==> config.mk <==
export PLATFORM = sky130hd
export DESIGN_NAME = wdrst_top
export DESIGN_NICKNAME = d
export VERILOG_FILES = /design/src/common/wdrst_pkg.sv /design/src/common/wdrst_cnt_if.sv /design/src/rtl/wdrst_sync.sv /design/src/rtl/wdrst_counter.sv /design/src/rtl/wdrst_top.sv
export SDC_FILE = /design/constraint.sdc
export NUM_CORES = 1
export LEC_CHECK = 0
export BUFFER_PORTS_ARGS = -buffer_cell sky130_fd_sc_hd__buf_2
export CORE_MARGIN = 2
export CORE_UTILIZATION = 60
export DETAILED_ROUTE_END_ITERATION = 16
export GPL_ROUTABILITY_DRIVEN = 0
export HOLD_SLACK_MARGIN = 0.12
export MAX_ROUTING_LAYER = met4
export PLACE_DENSITY_LB_ADDON = 0.1
export SYNTH_ARGS = -nofsm -noshare
export SYNTH_HDL_FRONTEND = slang
export SYNTH_SLANG_ARGS = --single-unit
==> constraint.sdc <==
create_clock -name clk -period 9 [get_ports clk]
set_input_delay 0.45 -clock clk [delete_from_list [all_inputs] [get_ports clk]]
set_output_delay 0.45 -clock clk [all_outputs]
set_load 0.05 [all_outputs]
==> src/common/wdrst_pkg.sv <==
// Constants shared by the watchdog and reset-pin sequencer
package wdrst_pkg;
  // APB address width and register byte offsets
  localparam int APB_AW = 8;
  localparam logic [APB_AW-1:0] OFF_CAUSE = 8'h00;
  localparam logic [APB_AW-1:0] OFF_OPT1 = 8'h04;
  localparam logic [APB_AW-1:0] OFF_OPT2 = 8'h08;
  localparam logic [APB_AW-1:0] OFF_IRQ_STAT = 8'h0c;
  localparam logic [APB_AW-1:0] OFF_IRQ_MASK = 8'h10;
  // Two-value service sequence
  localparam logic [31:0] SERVICE_FIRST = 32'h0000_0055;
  localparam logic [31:0] SERVICE_SECOND = 32'h0000_00aa;
  // Reset cause field positions
  localparam int CAUSE_W = 7;
  localparam int CAUSE_POR = 0;
  localparam int CAUSE_PIN = 1;
  localparam int CAUSE_WDOG = 2;
  localparam int CAUSE_ILLEGAL_OPCODE_RESET = 3;
  localparam int CAUSE_ILLEGAL_ADDRESS_RESET = 4;
  localparam int CAUSE_LVD = 5;
  localparam int CAUSE_LOC = 6;
  // Option fields and reset values
  localparam logic [1:0] TSEL_OFF = 2'h0;
  localparam logic [1:0] TSEL_RST = 2'h3;
  localparam int OPT2_CLKSEL_BIT = 0;
  localparam int OPT2_WINEN_BIT = 1;
  localparam logic CLKSEL_RST = 1'h0;
  localparam logic WINEN_RST = 1'h0;
  // Interrupt status bits
  localparam int IRQ_W = 4;
  localparam int IRQ_SVC_DONE = 0;
  localparam int IRQ_OPT_IGNORED = 1;
  localparam int IRQ_STRAY_SECOND = 2;
  localparam int IRQ_SEQ_DONE = 3;
  // Reset pin timing in bus cycles
  localparam int SEQ_CNT_W = 6;
  localparam logic [SEQ_CNT_W-1:0] RST_DRIVE_CYC = 6'h22;
  localparam logic [SEQ_CNT_W-1:0] RST_SAMPLE_CYC = 6'h26;
  // Sequencer states
  typedef enum logic [1:0] {SEQ_DRIVE, SEQ_SETTLE, SEQ_HOLD, SEQ_RUN} wdrst_seq_e;
endpackage : wdrst_pkg

==> src/common/wdrst_cnt_if.sv <==
// Link between the watchdog control logic and its timeout counter
interface wdrst_cnt_if;
  logic restart;
  logic tick;
  logic bus_sel;
  logic [1:0] tsel;
  logic timeout;
  logic in_window;
  modport ctrl (output restart, output tick, output bus_sel, output tsel,
    input timeout, input in_window);
  modport cnt (input restart, input tick, input bus_sel, input tsel,
    output timeout, output in_window);
endinterface : wdrst_cnt_if

==> src/rtl/wdrst_sync.sv <==
// Two-flop synchroniser for pin-level inputs
module wdrst_sync #(
  parameter int W = 1,
  parameter logic [W-1:0] RST_VAL = '0
) (
  // Clock and reset
  input wire logic clk,
  input wire logic rst,
  // Asynchronous level in, synchronised level out
  input wire logic [W-1:0] d,
  output logic [W-1:0] q
);
  logic [W-1:0] meta_q;

  // First flop feeds only the second
  always_ff @(posedge clk)
  begin
    if (rst)
    begin
      meta_q <= RST_VAL;
      q <= RST_VAL;
    end
    else
    begin
      meta_q <= d;
      q <= meta_q;
    end
  end
endmodule : wdrst_sync

==> src/rtl/wdrst_counter.sv <==
// Watchdog timeout counter with window detection
module wdrst_counter #(
  parameter int CNT_W = 18,
  parameter int LPO_E1 = 5,
  parameter int LPO_E2 = 8,
  parameter int LPO_E3 = 10,
  parameter int BUS_E1 = 13,
  parameter int BUS_E2 = 16,
  parameter int BUS_E3 = 18
) (
  // Clock and reset
  input wire logic clk,
  input wire logic rst,
  // Control link
  wdrst_cnt_if.cnt cif
);
  logic [CNT_W-1:0] cnt_q;
  logic [CNT_W-1:0] last;
  int exp_sel;

  // Timeout exponent from clock source and timeout select
  always_comb
  begin
    exp_sel = LPO_E3;
    case ({cif.bus_sel, cif.tsel})
      3'h1: exp_sel = LPO_E1;
      3'h2: exp_sel = LPO_E2;
      3'h3: exp_sel = LPO_E3;
      3'h5: exp_sel = BUS_E1;
      3'h6: exp_sel = BUS_E2;
      3'h7: exp_sel = BUS_E3;
      default: exp_sel = LPO_E3;
    endcase
    last = {CNT_W{1'b1}} >> (CNT_W - exp_sel);
  end

  // Final quarter of the period
  assign cif.in_window = (cnt_q >= (last - (last >> 2)));

  // Count ticks; restart or disable clears, expiry pulses timeout
  always_ff @(posedge clk)
  begin
    if (rst)
    begin
      cnt_q <= '0;
      cif.timeout <= 1'b0;
    end
    else
    begin
      cif.timeout <= 1'b0;
      if (cif.restart || cif.tsel == wdrst_pkg::TSEL_OFF)
        cnt_q <= '0;
      else if (cif.tick)
      begin
        if (cnt_q == last)
        begin
          cnt_q <= '0;
          cif.timeout <= 1'b1;
        end
        else
          cnt_q <= cnt_q + 1'b1;
      end
    end
  end
endmodule : wdrst_counter

==> src/rtl/wdrst_top.sv <==
// Watchdog with service sequence, write-once options and reset-pin sequencer
// Summary of operation
// - Writing 0x0055 then 0x00AA to cause address restarts the timeout.
// - Any other value written to the cause address resets the device at once.
// - Service writes never alter the read-only reset cause contents.
// - Enabled watchdog not serviced before timeout forces a system reset.
// - Watchdog is enabled after every reset; zero timeout select disables it.
// - Clock select picks bus clock or 1 kHz; three timeouts per source.
// - Reset default is 1 kHz source and longest timeout of 2^10 cycles.
// - Bus clock with window enabled: service only in last quarter, else reset.
// - No windowed servicing while the 1 kHz source drives the counter.
// - Counter starts on any reset and first option writes; later writes ignored.
// - Bus-clocked counter holds in debug or stop and resumes after.
// - 1 kHz counter clears on debug or stop entry, restarts from zero.
// - Any reset drives the reset pin low 34 cycles then releases it.
// - Pin sampled 38 cycles after release to detect external pin reset.
// - Eight reset sources; all but debug-forced set their own cause bit.
module wdrst_top
  import wdrst_pkg::*;
#(
  parameter int CNT_W = 18,
  parameter int LPO_E1 = 5,
  parameter int LPO_E2 = 8,
  parameter int LPO_E3 = 10,
  parameter int BUS_E1 = 13,
  parameter int BUS_E2 = 16,
  parameter int BUS_E3 = 18
) (
  // Clock and synchronous power-on reset
  input wire logic clk,
  input wire logic rst,
  // APB slave
  input wire logic psel,
  input wire logic penable,
  input wire logic pwrite,
  input wire logic [wdrst_pkg::APB_AW-1:0] paddr,
  input wire logic [31:0] pwdata,
  output logic [31:0] prdata,
  output logic pready,
  output logic pslverr,
  // Reset requests from other monitors, one-cycle pulses
  input wire logic illegal_opcode_reset,
  input wire logic illegal_address_reset,
  input wire logic low_voltage_reset,
  input wire logic loss_of_clock_reset,
  input wire logic debug_forced_reset,
  // Low-power modes
  input wire logic debug_mode,
  input wire logic stop_mode,
  // Internal 1 kHz source, asynchronous
  input wire logic lpo_clk_in,
  // Open-drain reset pin
  input wire logic reset_pin_i,
  output logic reset_pin_o,
  output logic reset_pin_oe,
  // System reset and interrupt
  output logic sys_reset_o,
  output logic irq
);
  import wdrst_pkg::*;

  // Elaboration check of counter sizing
  if (BUS_E3 > CNT_W || LPO_E3 > CNT_W || LPO_E1 < 2 || BUS_E1 < 2)
  begin : g_bad_param
    $error("watchdog exponents do not fit the counter width");
  end

  wdrst_cnt_if cif ();

  wdrst_seq_e seq_q;
  logic [SEQ_CNT_W-1:0] seq_cnt_q;
  logic [CAUSE_W-1:0] cause_q;
  logic [1:0] tsel_q;
  logic clksel_q;
  logic winen_q;
  logic opt1_lock_q;
  logic opt2_lock_q;
  logic armed_q;
  logic lpo_d_q;
  logic lowpow_d_q;
  logic [IRQ_W-1:0] irq_stat_q;
  logic [IRQ_W-1:0] irq_mask_q;
  logic [31:0] prdata_q;
  logic pslverr_q;
  logic lpo_s;
  logic pin_s;
  logic run;
  logic pin_low;
  logic lowpow;
  logic wr;
  logic setup_rd;
  logic mapped;
  logic svc_wr;
  logic is_first;
  logic is_second;
  logic wd_en;
  logic early;
  logic svc_fault;
  logic svc_done;
  logic stray;
  logic opt1_wr;
  logic opt2_wr;
  logic opt_ignored;
  logic trig;
  logic seq_done;
  logic [IRQ_W-1:0] irq_set;

  // Pin and 1 kHz source pass two flops before use
  wdrst_sync #(.W(2), .RST_VAL(2'h3)) u_sync (
    .clk(clk),
    .rst(rst),
    .d({lpo_clk_in, reset_pin_i}),
    .q({lpo_s, pin_s})
  );

  wdrst_counter #(
    .CNT_W(CNT_W),
    .LPO_E1(LPO_E1),
    .LPO_E2(LPO_E2),
    .LPO_E3(LPO_E3),
    .BUS_E1(BUS_E1),
    .BUS_E2(BUS_E2),
    .BUS_E3(BUS_E3)
  ) u_counter (
    .clk(clk),
    .rst(rst),
    .cif(cif)
  );

  // Common decode
  assign run = (seq_q == SEQ_RUN);
  assign pin_low = ~pin_s;
  assign lowpow = debug_mode | stop_mode;
  assign wr = psel & penable & pwrite & run;
  assign setup_rd = psel & ~penable;
  assign mapped = (paddr == OFF_CAUSE) || (paddr == OFF_OPT1) || (paddr == OFF_OPT2) ||
    (paddr == OFF_IRQ_STAT) || (paddr == OFF_IRQ_MASK);

  // Service write classification
  assign svc_wr = wr & (paddr == OFF_CAUSE);
  assign is_first = (pwdata == SERVICE_FIRST);
  assign is_second = (pwdata == SERVICE_SECOND);
  assign wd_en = (tsel_q != TSEL_OFF);
  assign early = wd_en & clksel_q & winen_q & ~cif.in_window;
  assign svc_fault = svc_wr & ((~is_first & ~is_second) | early);
  assign svc_done = svc_wr & is_second & armed_q & ~early;
  assign stray = svc_wr & is_second & ~armed_q;

  // Option register writes
  assign opt1_wr = wr & (paddr == OFF_OPT1);
  assign opt2_wr = wr & (paddr == OFF_OPT2);
  assign opt_ignored = (opt1_wr & opt1_lock_q) | (opt2_wr & opt2_lock_q);

  // Counter control
  assign cif.bus_sel = clksel_q;
  assign cif.tsel = tsel_q;
  assign cif.tick = clksel_q ? ~lowpow : (lpo_s & ~lpo_d_q & ~lowpow);
  assign cif.restart = ~run | svc_done | (opt1_wr & ~opt1_lock_q) |
    (opt2_wr & ~opt2_lock_q) | (~clksel_q & lowpow);

  // Any reset source while running starts the pin sequence
  assign trig = run & (pin_low | (cif.timeout & wd_en) | svc_fault | illegal_opcode_reset |
    illegal_address_reset | low_voltage_reset | loss_of_clock_reset |
    debug_forced_reset);

  assign seq_done = (seq_q == SEQ_SETTLE && seq_cnt_q == RST_SAMPLE_CYC - 6'h1 && ~pin_low) ||
    (seq_q == SEQ_HOLD && ~pin_low);

  // Edge trackers for 1 kHz source and low-power entry
  always_ff @(posedge clk)
  begin
    if (rst)
    begin
      lpo_d_q <= 1'b1;
      lowpow_d_q <= 1'b0;
    end
    else
    begin
      lpo_d_q <= lpo_s;
      lowpow_d_q <= lowpow;
    end
  end

  // Reset pin sequencer
  always_ff @(posedge clk)
  begin
    if (rst)
    begin
      seq_q <= SEQ_DRIVE;
      seq_cnt_q <= '0;
    end
    else
    begin
      case (seq_q)
        SEQ_DRIVE:
        begin
          if (seq_cnt_q == RST_DRIVE_CYC - 6'h1)
          begin
            seq_q <= SEQ_SETTLE;
            seq_cnt_q <= '0;
          end
          else
            seq_cnt_q <= seq_cnt_q + 6'h1;
        end
        SEQ_SETTLE:
        begin
          if (seq_cnt_q == RST_SAMPLE_CYC - 6'h1)
          begin
            seq_q <= pin_low ? SEQ_HOLD : SEQ_RUN;
            seq_cnt_q <= '0;
          end
          else
            seq_cnt_q <= seq_cnt_q + 6'h1;
        end
        SEQ_HOLD:
        begin
          if (~pin_low)
            seq_q <= SEQ_RUN;
        end
        SEQ_RUN:
        begin
          if (trig)
          begin
            seq_q <= SEQ_DRIVE;
            seq_cnt_q <= '0;
          end
        end
        default:
        begin
          seq_q <= SEQ_DRIVE;
          seq_cnt_q <= '0;
        end
      endcase
    end
  end

  // Reset cause, replaced on each new reset
  always_ff @(posedge clk)
  begin
    if (rst)
      cause_q <= 7'h01;
    else if (trig)
    begin
      cause_q <= '0;
      cause_q[CAUSE_WDOG] <= (cif.timeout & wd_en) | svc_fault;
      cause_q[CAUSE_ILLEGAL_OPCODE_RESET] <= illegal_opcode_reset;
      cause_q[CAUSE_ILLEGAL_ADDRESS_RESET] <= illegal_address_reset;
      cause_q[CAUSE_LVD] <= low_voltage_reset;
      cause_q[CAUSE_LOC] <= loss_of_clock_reset;
    end
    else if (seq_q == SEQ_SETTLE && seq_cnt_q == RST_SAMPLE_CYC - 6'h1 && pin_low)
      cause_q[CAUSE_PIN] <= 1'b1;
  end

  // Write-once option bits, back to defaults during every reset
  always_ff @(posedge clk)
  begin
    if (rst || !run)
    begin
      tsel_q <= TSEL_RST;
      clksel_q <= CLKSEL_RST;
      winen_q <= WINEN_RST;
      opt1_lock_q <= 1'b0;
      opt2_lock_q <= 1'b0;
    end
    else
    begin
      if (opt1_wr && !opt1_lock_q)
      begin
        tsel_q <= pwdata[1:0];
        opt1_lock_q <= 1'b1;
      end
      if (opt2_wr && !opt2_lock_q)
      begin
        clksel_q <= pwdata[OPT2_CLKSEL_BIT];
        winen_q <= pwdata[OPT2_WINEN_BIT];
        opt2_lock_q <= 1'b1;
      end
    end
  end

  // Service sequence tracker
  always_ff @(posedge clk)
  begin
    if (rst || !run)
      armed_q <= 1'b0;
    else if (svc_wr)
      armed_q <= is_first & ~early;
  end

  // Interrupt status, set wins over write-one clear
  assign irq_set = {seq_done, stray, opt_ignored, svc_done};
  always_ff @(posedge clk)
  begin
    if (rst)
      irq_stat_q <= '0;
    else if (psel && penable && pwrite && paddr == OFF_IRQ_STAT)
      irq_stat_q <= (irq_stat_q & ~pwdata[IRQ_W-1:0]) | irq_set;
    else
      irq_stat_q <= irq_stat_q | irq_set;
  end

  // Interrupt mask
  always_ff @(posedge clk)
  begin
    if (rst)
      irq_mask_q <= '0;
    else if (psel && penable && pwrite && paddr == OFF_IRQ_MASK)
      irq_mask_q <= pwdata[IRQ_W-1:0];
  end

  // Read data and error captured in the setup phase
  always_ff @(posedge clk)
  begin
    if (rst)
    begin
      prdata_q <= '0;
      pslverr_q <= 1'b0;
    end
    else if (setup_rd)
    begin
      pslverr_q <= ~mapped;
      prdata_q <= '0;
      case (paddr)
        OFF_CAUSE: prdata_q <= {25'h0, cause_q};
        OFF_OPT1: prdata_q <= {30'h0, tsel_q};
        OFF_OPT2: prdata_q <= {30'h0, winen_q, clksel_q};
        OFF_IRQ_STAT: prdata_q <= {28'h0, irq_stat_q};
        OFF_IRQ_MASK: prdata_q <= {28'h0, irq_mask_q};
        default: prdata_q <= '0;
      endcase
    end
  end

  // Outputs
  assign prdata = prdata_q;
  assign pslverr = pslverr_q & psel & penable;
  assign pready = 1'b1; // Zero wait states
  assign reset_pin_o = 1'b0; // Open drain, only ever pulls low
  assign reset_pin_oe = (seq_q == SEQ_DRIVE);
  assign sys_reset_o = ~run;
  assign irq = |(irq_stat_q & irq_mask_q);
endmodule : wdrst_top

==> summary.md, run 1 <==
| Metric | Value |
|---|---|
| Nets | 766 |
| Worst-path maximum fanout | 15 |
| Vias in the first global route | 4,239 |
| CP endpoint | seq_cnt_q[1] |
| Compound-gate portion of the synthesized area | 0.167 |
| Design Area, Final | 5250 sq um |
| PortBufs | 64 |
| Crit. Startpoint | cif.tsel[1] |
| Yosys top cell area share | 0.260 |
| Initial antenna violation count | 0 |
| ANT cells | 0 |
| Clock Path Buffers | 2 |
| Worst-margin pin slew | 763 ps |
| DIE HEIGHT | 93.3 microns |
| Total gr overflow | 0 |
| Dpl hpwl | 9.12 mm |
| Ys async rst share | 0 |
| Mapped Cells | 611 |
| Reg area | 1240 sq um |
| Synth Cell Area | 4780 sq um |
| Synth Warn # | 0 |
| Setup TNS | 0 ps |
| Largest net degree at the start of global routing | 35 |
| CTS root buf | clkbuf_8 |
| Reg-to-reg slack, setup | 3210 ps |
| CP bufs+invs | 3 |
| Dominant cell type by area after synthesis | dfxtp_1 |
| Setup crit start kind | register |
| Area growth, synth to finish | 9.71% |
| Iter 0 DRT Violations | 180 |
| Post-CTS sizing | 0 |
| Tmin final | 5790 ps |
| Worst Path Required | 9280 ps |
| Adder-Cell Fraction of Synth Area | 0.119 |
| Final ANT Viol Nets | 0 |
| Seq/Total Area, Yosys | 0.260 |
| Die width | 93.3 microns |
| DIE AREA | 8700 sq um |
| DR DRC count | 0 |
| # rows | 32 |
| Mux contribution to synthesized area | 0.0348 |
| Setup violators final | 0 |
| Worst setup EP type | register |
| Reg-to-reg startpoint | cif.tsel[1] |
| CP cell instances | xnor2_1, inv_1, ha_1, nand4bb_1, a22oi_1, inv_1, ha_1, o21ai_0, inv_1, o31a_1, or2_2, a211oi_1, xor2_1, ha_1, a21oi_1, o21ai_0, a221oi_1, or3_1, a21oi_4, or4_1, a21oi_1 |
| H-tree depth | 3 |
| Period utilisation layout | 0.643 |
| Total of max-cap violations | 0 |
| Multi-input logic area | 3200 sq um |
| Drt via density | 5.80 |
| Final core utilization | 0.679 |
| Worst slew margin relative to its limit | 0.484 |
| IO Count | 92 |
| Hold crit path type | primary input to register |
| Number of fill cells in the layout | 681 |
| Area of placed instances | 5040 sq um |
| Starting Density | 0.619 |
| Fmax | 173 MHz |
| Total setup buffers inserted after CTS | 0 |
| All-Layer GR Usage | 0.278 |
| Clock buffer count from CTS | 9 |
| Hold WS | 279 ps |
| Final Slew Violations | 0 |
| Synth top area cells | dfxtp_1 (26%), ha_1 (12%), nor2_1 (5.2%) |
| Slowest CP cell | dfxtp_1 |
| Num Clock Sinks | 62 |
| Reported leakage power | 2.15 nW |
| Cell Pwr Density | 117 nW/um^2 |
| WP data arrival | 6060 ps |
| Average wire per standard cell | 14.9 microns |
| Status | finished clean |
| Slowest stage delay, CP | 600 ps |
| Final non-filler cell total | 774 |
| Largest family of logic cells by synthesized area | simple AND/OR/NAND/NOR gates |
| Critical Path Stages | 21 |
| CTS tree | yes |
| Post-synth EDFFs | 0 |
| Worst r2r dst | seq_cnt_q[1] |
| Synth unique cells | 68 |
| Clock-pin slew on the worst setup and hold paths | 70 ps |
| Post-synthesis xor/xnor area fraction | 0.0586 |
| RSZ-0062 raised after global routing | false |
| Synth Register Bits | 62 |
| Post-synthesis simple-gate area fraction | 0.268 |
| Routed wire length | 11.5 mm |
| Share of cells above drive strength 1 | 0.150 |
| Final hold violations | 0 |
| Core area | 7730 sq um |
| Top FF cell, synth | dfxtp_1 |
| Vias | 4,487 |
| Clock Skew | 12.5 ps |
| Critical path class | register to register |
| First-pass DRT Iterations | 5 |
| Worst-Skew Late Latency | 350 ps |
| First-pass GRT wire length | 19.0 mm |
| Reg2Reg Depth | 21 |
| Post-Place Cells | 758 |
| Average size of a mapped cell | 7.82 sq um |
| # hold bufs at CTS | 0 |
| CP top delay family | compound AO/OA/AOI/OAI gates |
| Max IR drop VDD | 0.0000822 V |
[power breakdown]
group	total [mW]	switching (mW)	internal, mW
Sequential	0.283	0.00424	0.279
Combinational	0.0800	0.0568	0.0232
Clock	0.250	0.115	0.135
[area by class of cell]
class,count,share of cell area
sequential,62,0.237
clock buffer,11,0.0270
clock inverter,5,0.0112
inverter,42,0.0301
timing repair buffer,64,0.0611
multi-input combinational,488,0.610
tap,102,0.0243
[flip-flops by register name (all words and copies together), names as in the netlist]
name and cells:
lpo_d_q 1, seq_cnt_q 6, u_counter.cif.timeout 1, u_counter.cnt_q 18
winen_q 1, cif.bus_sel 1, irq_mask_q 4, cif.tsel 2
pslverr_q 1, cause_q 7, opt1_lock_q 1, seq_q 2
prdata 7, armed_q 1, u_sync.meta_q 2, u_sync.q 2
opt2_lock_q 1, irq_stat_q 4
[per-layer routing]
metal | vias to the layer above | wire length [microns] | GRT usage | share of wire
li1 | 2240 | - | - | -
met1 | 2101 | 4860 | 0.313 | 0.42
met2 | 124 | 5990 | 0.493 | 0.52
met3 | 22 | 469 | 0.0524 | 0.041
met4 | 0 | 218 | 0.0980 | 0.019
met5 | - | 0 | - | 0
[metrics by stage]
step           total power [mW]  setup WS, ps
2_1_floorplan             0.357          4020
3_3_place_gp              0.367          3540
3_5_place_dp              0.369          3280
4_1_cts                   0.614          3230
5_1_grt                   0.635          2540
6_report                  0.613          3210
[cells in the mapped netlist, types with 3 or more instances]
library cell  count
and3_1           12
nand2b_1         10
o211ai_1          6
a32o_1            5
buf_2             3
inv_1            41
nand3_1          29
nand2_1          43
o21a_1            6
or2_2             9
mux2_2            5
a22oi_1           4
nor3_1           16
a21o_1            4
nor4_1           13
a221oi_1          3
nor3b_1           5
a211oi_1          3
a21oi_1          36
dfxtp_1          62
o21ai_0          31
or4_1             3
nor2_1           66
ha_1             44
mux2i_1          11
nand4_1          10
xnor2_1          20
nor2b_1           7
a31oi_1           5
xor2_1           12
clkbuf_1         12
buf_4            27
[placed cells by master (no fill, tap or decap), types with 16 or more instances in the layout]
cell type,instances
nand3_1,29
nor3_1,16
o21ai_0,31
dfxtp_1,62
buf_2,64
nor2_1,66
ha_1,44
a21oi_1,36
xnor2_1,20
nand2_1,43
inv_1,41
conb_1,27
[worst min-delay path by stage]
stage / startpoint / to / slack (ps) / cells past startpoint
6_report: lpo_clk_in / u_sync.meta_q[1] / 280 / 2
3_3_place_gp: u_sync.meta_q[0] / u_sync.q[0] / 390 / 1
5_1_grt: reset_pin_i / u_sync.meta_q[0] / 270 / 2
4_1_cts: reset_pin_i / u_sync.meta_q[0] / 280 / 2
3_5_place_dp: u_sync.meta_q[1] / u_sync.q[1] / 400 / 1
2_1_floorplan: u_sync.meta_q[0] / u_sync.q[0] / 390 / 1
[worst reg2reg max path, stage by stage, from the launching register on]
cell       delay [ps]
dfxtp_1           600
xnor2_1           200
inv_1              90
ha_1              220
nand4bb_1         490
a22oi_1           490
inv_1             100
ha_1              350
o21ai_0           250
inv_1              70
o31a_1            120
or2_2             300
a211oi_1          300
xor2_1            230
ha_1              280
a21oi_1           160
o21ai_0           100
a221oi_1          380
or3_1             270
a21oi_4           100
or4_1             510
a21oi_1           140
[cells by family after synthesis]
family                     Yosys count
buffers and inverters               86
DFF                                 62
other                                2
adders and majority gates           45
and+or+nand+nor                    245
xor gates and xnor gates            32
AOI/OAI and AO/OA                  123
muxes                               16
(Power assumes the default switching activity.)
==> inputs of run 2 (changes only) <==
--- a/config.mk
+++ b/config.mk
@@ -5,9 +5,10 @@
 export SDC_FILE = /design/constraint.sdc
 export NUM_CORES = 1
 export LEC_CHECK = 0
+export ABC_AREA = 1
 export BUFFER_PORTS_ARGS = -buffer_cell sky130_fd_sc_hd__buf_2
 export CORE_MARGIN = 2
-export CORE_UTILIZATION = 60
+export CORE_UTILIZATION = 51
 export DETAILED_ROUTE_END_ITERATION = 16
 export GPL_ROUTABILITY_DRIVEN = 0
 export HOLD_SLACK_MARGIN = 0.12
==> constraint.sdc (replaced) <==
create_clock -name clk -period 5.3 [get_ports clk]
set_input_delay 0.265 -clock clk [delete_from_list [all_inputs] [get_ports clk]]
set_output_delay 0.265 -clock clk [all_outputs]
set_load 0.05 [all_outputs]
==> run 2 against run 1 <==
Effect of this change:
- register-to-register slack worse by 2700 ps
- first-iteration DRC count is 20% higher
- die area is 21% higher
- flip-flop and latch count stayed put
==> summary.md, run 2 <==
| Metric | Value |
|---|---|
| Largest family of logic cells by synthesized area | simple AND/OR/NAND/NOR gates |
| Setup violators final | 0 (unchanged) |
| Core area | 9330 sq um (+21%) |
| Die width | 103 microns (+9.9%) |
| Synth Cell Area | 4950 sq um (+3.6%) |
| Cell Pwr Density | 196 nW/um^2 (+68%) |
| Number of fill cells in the layout | 906 (+33%) |
| Initial antenna violation count | 0 (unchanged) |
| Nets | 909 (+19%) |
| Hold EP | cause_q[3] |
| WP data arrival | 5070 ps (-990 ps) |
| Setup TNS | 0 ps (unchanged) |
| Dominant cell type by area after synthesis | dfxtp_1 |
| Sw Pwr | 0.277 mW (+58%) |
| Tmin final | 4790 ps (-1000 ps) |
| Worst-path maximum fanout | 8 (-7) |
| Worst r2r dst | seq_q[1] |
| Worst Path Required | 5580 ps (-3700 ps) |
| Worst Hold Depth | 3 (+1) |
| Slowest CP cell | fa_1 |
| Reported leakage power | 2.65 nW (+23%) |
| Post-synthesis xor/xnor area fraction | 0.0475 (-0.0111) |
| Area growth, synth to finish | 13.5% |
| Final Slew Violations | 0 (unchanged) |
| Int Power | 0.825 mW (+89%) |
| CP bufs+invs | 3 (unchanged) |
| Share of power burned in registers | 0.432 (-0.030) |
| Compound-gate portion of the synthesized area | 0.124 (-0.0429) |
| Total gr overflow | 0 (unchanged) |
| Commonest cells after routing, fill and taps aside | nand2_1 (132), inv_1 (101), nor2_1 (93) |
| Design Area, Final | 5620 sq um (+7.1%) |
| Switching share of total power | 0.251 (-0.0353) |
| Top cells by count, synth | nand2_1 (134), inv_1 (101), nor2_1 (96) |
| Total of max-cap violations | 0 (unchanged) |
| All-Layer GR Usage | 0.246 (-0.0322) |
| Ys async rst share | 0 (unchanged) |
| Worst setup EP type | register |
| Area of placed instances | 5300 sq um (+5.0%) |
| Status | finished clean |
| Num Clock Sinks | 62 (unchanged) |
| # rows | 35 (+9.4%) |
| Worst-Skew Late Latency | 340 ps (about the same) |
| DIE AREA | 10,500 sq um (+21%) |
| Seq/Total Area, Yosys | 0.251 (-0.00899) |
| Vias | 4,898 (+9.2%) |
| Mapped Cells | 739 (+21%) |
| IO Count | 92 (unchanged) |
| H-tree depth | 3 (unchanged) |
| Biggest register | u_counter.cnt_q |
| ANT cells | 0 (unchanged) |
| Hold crit path type | primary input to register |
| Adder-Cell Fraction of Synth Area | 0.115 (-0.00413) |
| CTS root buf | clkbuf_8 |
| Commonest non-fill, non-tap cell in the layout | nand2_1 |
| Reg2Reg Depth | 32 (+52%) |
| First-pass DRT Iterations | 5 (unchanged) |
| Synth Warn # | 0 (unchanged) |
| Synth Register Bits | 62 (unchanged) |
| Worst slew margin relative to its limit | 0.494 (+0.00977) |
| Largest net degree at the start of global routing | 23 (-34%) |
| Routed wire length | 12.1 mm (+5.3%) |
| Starting Density | 0.531 (-0.0878) |
| Clock buffer count from CTS | 9 (unchanged) |
| Clock Path Buffers | 2 (unchanged) |
| Top FF cell, synth | dfxtp_1 |
| Most frequent cell after synthesis | nand2_1 |
| Post-synth EDFFs | 0 (unchanged) |
| CP most frequent cell | nand2_1 |
| Yosys top cell area share | 0.251 (-0.00899) |
| Dpl hpwl | 9.78 mm (+7.2%) |
| Clock-pin slew on the worst setup and hold paths | 80 ps (about the same) |
| Average wire per standard cell | 12.9 microns (-14%) |
| DIE HEIGHT | 103 microns (+9.9%) |
| Drt via density | 5.19 (-10%) |
| Max IR drop VDD | 0.000138 V (+67%) |
| Final ANT Viol Nets | 0 (unchanged) |
| HP Start | illegal_opcode_reset |
| Critical Path Stages | 32 (+52%) |
| Mux contribution to synthesized area | 0 (-0.0348) |
| Synth unique cells | 50 (-26%) |
| Vias in the first global route | 4,416 (+4.2%) |
| Period utilisation layout | 0.903 (+0.260) |
| Iter 0 DRT Violations | 216 (+20%) |
| RSZ-0062 raised after global routing | false |
| Final core utilization | 0.602 (-0.0763) |
| Hold WS | 194 ps (-84.1 ps) |
| Synth top area cells | dfxtp_1 (25%), ha_1 (11%), nand2_1 (10%) |
| Combinational power share | 0.095 (-0.035) |
| Slowest stage delay, CP | 440 ps (-160 ps) |
| Setup crit start kind | register |
| DR DRC count | 0 (unchanged) |
| Post-synthesis simple-gate area fraction | 0.330 (+0.0622) |
| Max reg flops | 18 (unchanged) |
| Average size of a mapped cell | 6.70 sq um (-14%) |
| Share of cells above drive strength 1 | 0.167 (+0.0166) |
| First-pass GRT wire length | 19.8 mm (+4.0%) |
| Final hold violations | 0 (unchanged) |
| CP top delay family | simple AND/OR/NAND/NOR gates |
| Worst-margin pin slew | 756 ps (-6.70 ps) |
| Reg-to-reg slack, setup | 510 ps (-2700 ps) |
| Reg-to-reg startpoint | cif.tsel[0] |
| CTS tree | yes |
| Fmax | 209 MHz (+21%) |
| Critical path class | register to register |
| PortBufs | 64 (unchanged) |
| Clock Skew | 15.9 ps (+3.39 ps) |
| Clk network pwr share | 0.473 (+0.065) |
-- run 2: changes by cell type in the layout (fill, tap and decap cells not counted), sizes merged, moves of 10 or more --
cell	delta
nor2	+40
mux2i	-11
inv	+66
a21oi	+13
nand2	+102
nand3	+14
and3	-10
xnor2	-14
-- run 2: layer usage --
layer	track usage	share of wire	vias up
met1	0.336	0.48	2210
met4	0.0687	0.013	0
met3	0.0434	0.067	15
met2	0.375	0.44	170
li1	-	-	2503
met5	-	0	-
-- run 2: timing repair --
| action | CTS | global route |
|---|---|---|
| endpoints found under the hold margin | 2 | 0 |
| endpoints found under the setup margin | 0 | 34 |
| hold buffers | 2 | 0 |
| buffers inserted | 0 | 1 |
| gates resized for setup | 0 | 13 |
-- run 2: cells by family (layout without fill, tap and decap cells) --
family / count (synthesis) / count (layout)
AO/OA/AOI/OAI: 108 / 108
buffers and inverters: 141 / 192
AND/OR/NAND/NOR: 355 / 355
adder cells (fa/ha/maj): 45 / 45
XOR/XNOR: 26 / 26
other: 2 / 27
flip-flops: 62 / 62
-- run 2: worst max-delay path by stage --
stage                 from            to  slack [ps]
6_report       cif.tsel[0]      seq_q[1]         510
5_1_grt        cif.tsel[0]      seq_q[0]           1
4_1_cts        cif.tsel[1]  seq_cnt_q[3]         120
3_5_place_dp   cif.tsel[1]  seq_cnt_q[3]         130
3_3_place_gp   cif.tsel[1]  seq_cnt_q[3]         300
2_1_floorplan  cif.tsel[1]  seq_cnt_q[2]         520
-- run 2: worst min-delay path: cells and delay by family --
kind | cells | cell delay [ps]
buf+inv | 1 | 90
simple gates | 1 | 80
compound gates | 1 | 80
-- run 2: cell type report --
type                            count  area [sq um]  share of cell area
Multi-Input combinational cell    561          3200               0.570
Sequential cell                    62          1240               0.221
Inverter                          107           404              0.0719
Timing Repair Buffer               69           363              0.0646
Tap cell                          129           161              0.0287
Clock buffer                       11           141              0.0252
Clock inverter                      5           106              0.0189
-- run 2: through the flow --
stage / instances / power (mW) / worst slack [ps]
after global routing: 944 / 1.14 / 1.45
after global placement: 925 / 0.588 / 303
after detailed placement: 925 / 0.590 / 129
after CTS: 943 / 1.11 / 117
after floorplan: 764 / 0.575 / 522
final: 944 / 1.10 / 514
-- run 2: power by group through the flow --
stage / Sequential (mW) / Clock [mW] / Combinational, mW
finish: 0.476 / 0.521 / 0.105
global route: 0.477 / 0.552 / 0.114
global placement: 0.486 / 0 / 0.102
CTS: 0.476 / 0.532 / 0.104
detailed placement: 0.487 / 0 / 0.103
floorplan: 0.493 / 0 / 0.0813
==> inputs of run 3 (changes only) <==
--- a/config.mk
+++ b/config.mk
@@ -14,6 +14,7 @@
 export HOLD_SLACK_MARGIN = 0.12
 export MAX_ROUTING_LAYER = met4
 export PLACE_DENSITY_LB_ADDON = 0.1
+export REMOVE_ABC_BUFFERS = 1
 export SYNTH_ARGS = -nofsm -noshare
 export SYNTH_HDL_FRONTEND = slang
 export SYNTH_SLANG_ARGS = --single-unit
==> run 3 against run 2 <==
Effect of this change:
- critical path depth shrank 4
- global-route usage barely moved
- register-to-register slack worse by 40 ps
- non-clock buffer count increased by 2
- routed wire length is 0.26% higher
- sequential share of layout area rose by 0.17 points
==> summary.md, run 3 (synthesis results as in run 2) <==
| Metric | Value |
|---|---|
| Status | finished clean |
| Final core utilization | 0.598 (-0.00402) |
| Slowest CP cell | fa_1 |
| Wire length on met3 | 703 microns (-14%) |
| Number of fill cells in the layout | 915 (+0.99%) |
| M1 WL | 5.89 mm (+0.24%) |
| Int Power | 0.669 mW (-19%) |
| Worst-Skew Late Latency | 340 ps (about the same) |
| Largest net degree at the start of global routing | 23 (unchanged) |
| CP most frequent cell | nor2_1 |
| Tmin final | 4820 ps (+37.9 ps) |
| Num Clock Sinks | 62 (unchanged) |
| Share of power burned in registers | 0.502 (+0.070) |
| Max IR drop VDD | 0.000100 V (-27%) |
| ANT cells | 0 (unchanged) |
| Final Slew Violations | 0 (unchanged) |
| Clock Skew | 17.7 ps (+1.80 ps) |
| Vias | 4,846 (-1.1%) |
| Die width | 103 microns (unchanged) |
| First-pass GRT wire length | 19.9 mm (+0.84%) |
| Drt via density | 5.12 (-1.3%) |
| Iter 0 DRT Violations | 240 (+11%) |
| Total gr overflow | 0 (unchanged) |
| IO Count | 92 (unchanged) |
| Sw Pwr | 0.280 mW (+1.3%) |
| WP data arrival | 5090 ps (+20 ps) |
| CTS tree | yes |
| Worst setup EP type | register |
| Starting Density | 0.531 (unchanged) |
| Worst-margin pin slew | 756 ps (-0.234 ps) |
| Commonest cells after routing, fill and taps aside | nand2_1 (131), inv_1 (101), nor2_1 (93) |
| Setup crit start kind | register |
| Dpl hpwl | 9.91 mm (+1.4%) |
| Biggest register | u_counter.cnt_q |
| CTS root buf | clkbuf_8 |
| # rows | 35 (unchanged) |
| DR DRC count | 0 (unchanged) |
| Combinational power share | 0.110 (+0.015) |
| Core area | 9330 sq um (unchanged) |
| Max reg flops | 18 (unchanged) |
| Critical path class | register to register |
| Top sig layer | met4 |
| All-Layer GR Usage | 0.246 (+0.000444) |
| Fmax | 207 MHz (-0.79%) |
| Cell Pwr Density | 170 nW/um^2 (-13%) |
| Final hold violations | 0 (unchanged) |
| Post-Place Cells | 925 (unchanged) |
| Clock-pin slew on the worst setup and hold paths | 80 ps (about the same) |
| Total of max-cap violations | 0 (unchanged) |
| Reported leakage power | 2.62 nW (-1.0%) |
| Final non-filler cell total | 946 (+0.21%) |
| Area growth, synth to finish | 12.7% |
| Vias in the first global route | 4,511 (+2.2%) |
| DIE AREA | 10,500 sq um (unchanged) |
| Switching share of total power | 0.295 (+0.0442) |
| CP bufs+invs | 3 (unchanged) |
| Worst Path Required | 5560 ps (-20 ps) |
| Period utilisation layout | 0.910 (+0.00715) |
| Nets | 911 (+0.22%) |
| PortBufs | 64 (unchanged) |
| CP top delay family | simple AND/OR/NAND/NOR gates |
| Commonest non-fill, non-tap cell in the layout | nand2_1 |
| Slowest stage delay, CP | 450 ps (about the same) |
| Clock Path Buffers | 2 (unchanged) |
| Reg area | 1240 sq um (+0.10%) |
| Worst slew margin relative to its limit | 0.494 (about the same) |
| Average wire per standard cell | 12.9 microns (about the same) |
| Share of cells above drive strength 1 | 0.175 (+0.00816) |
| DIE HEIGHT | 103 microns (unchanged) |
| WL met2 | 5.41 mm (+2.3%) |
| Multi-input logic area | 3220 sq um (+0.63%) |
| Routed wire length | 12.2 mm (+0.26%) |
| H-tree depth | 3 (unchanged) |
| Clock buffer count from CTS | 9 (unchanged) |
| Clk network pwr share | 0.388 (-0.085) |
| First-pass DRT Iterations | 5 (unchanged) |
| Setup violators final | 0 (unchanged) |
| Hold crit path type | primary input to register |
| Final ANT Viol Nets | 0 (unchanged) |
| Worst-path maximum fanout | 11 (+3) |
| Hold WS | 199 ps (+4.76 ps) |
| Initial antenna violation count | 0 (unchanged) |
run 3: final timing paths:
kind	from	end	slack, ps	cells past startpoint
max	cif.tsel[1]	u_counter.cnt_q[3]	480	28
min	pwdata[2]	irq_mask_q[2]	200	3
max reg2reg	cif.tsel[1]	u_counter.cnt_q[3]	480	28
min reg2reg	u_sync.meta_q[0]	u_sync.q[0]	420	1
run 3: final cells by class:
cell class	count	area share
inverter	107	0.0724
multi-input combinational	561	0.577
clock buffer	9	0.0222
sequential	62	0.223
clock inverter	7	0.00897
timing repair buffer	71	0.0677
tap	129	0.0289
run 3: worst register-to-register path, delay by kind of cell (launching register included):
| family | cells | cell delay (ps) |
|---|---|---|
| AO/OA/AOI/OAI | 6 | 870 |
| XOR/XNOR | 1 | 140 |
| adder cells (fa/ha/maj) | 3 | 880 |
| buffers and inverters | 3 | 320 |
| flip-flops | 1 | 380 |
| AND/OR/NAND/NOR | 15 | 2140 |
run 3: through the flow:
stage	power (mW)	TNS (ps)	worst slack (ps)	cell area, sq um
6_report	0.949	0	476	5580
5_1_grt	0.991	-310	-68.6	5580
4_1_cts	0.961	0	66.2	5490
3_5_place_dp	0.590	0	77.8	5300
3_3_place_gp	0.588	0	339	5300
2_1_floorplan	0.557	0	500	4800
run 3: repair_timing:
action | 4_1_cts | 5_1_grt
setup buffers | 0 | 3
hold buffers | 2 | 0
setup endpoints to repair | 0 | 35
hold endpoints to repair | 2 | 0
resized for setup | 0 | 17
run 3: per-layer routing:
metal | global-route usage | vias up
met5 | - | -
met4 | 0.0646 | 0
met3 | 0.0393 | 15
met2 | 0.383 | 145
met1 | 0.334 | 2180
li1 | - | 2506
run 3: power by group through the flow:
| stage | Sequential [mW] | Clock, mW | Combinational (mW) |
|---|---|---|---|
| floorplan | 0.493 | 0 | 0.0640 |
| finish | 0.476 | 0.368 | 0.104 |
| CTS | 0.476 | 0.380 | 0.105 |
| global route | 0.477 | 0.401 | 0.114 |
| detailed placement | 0.487 | 0 | 0.103 |
| global placement | 0.486 | 0 | 0.102 |
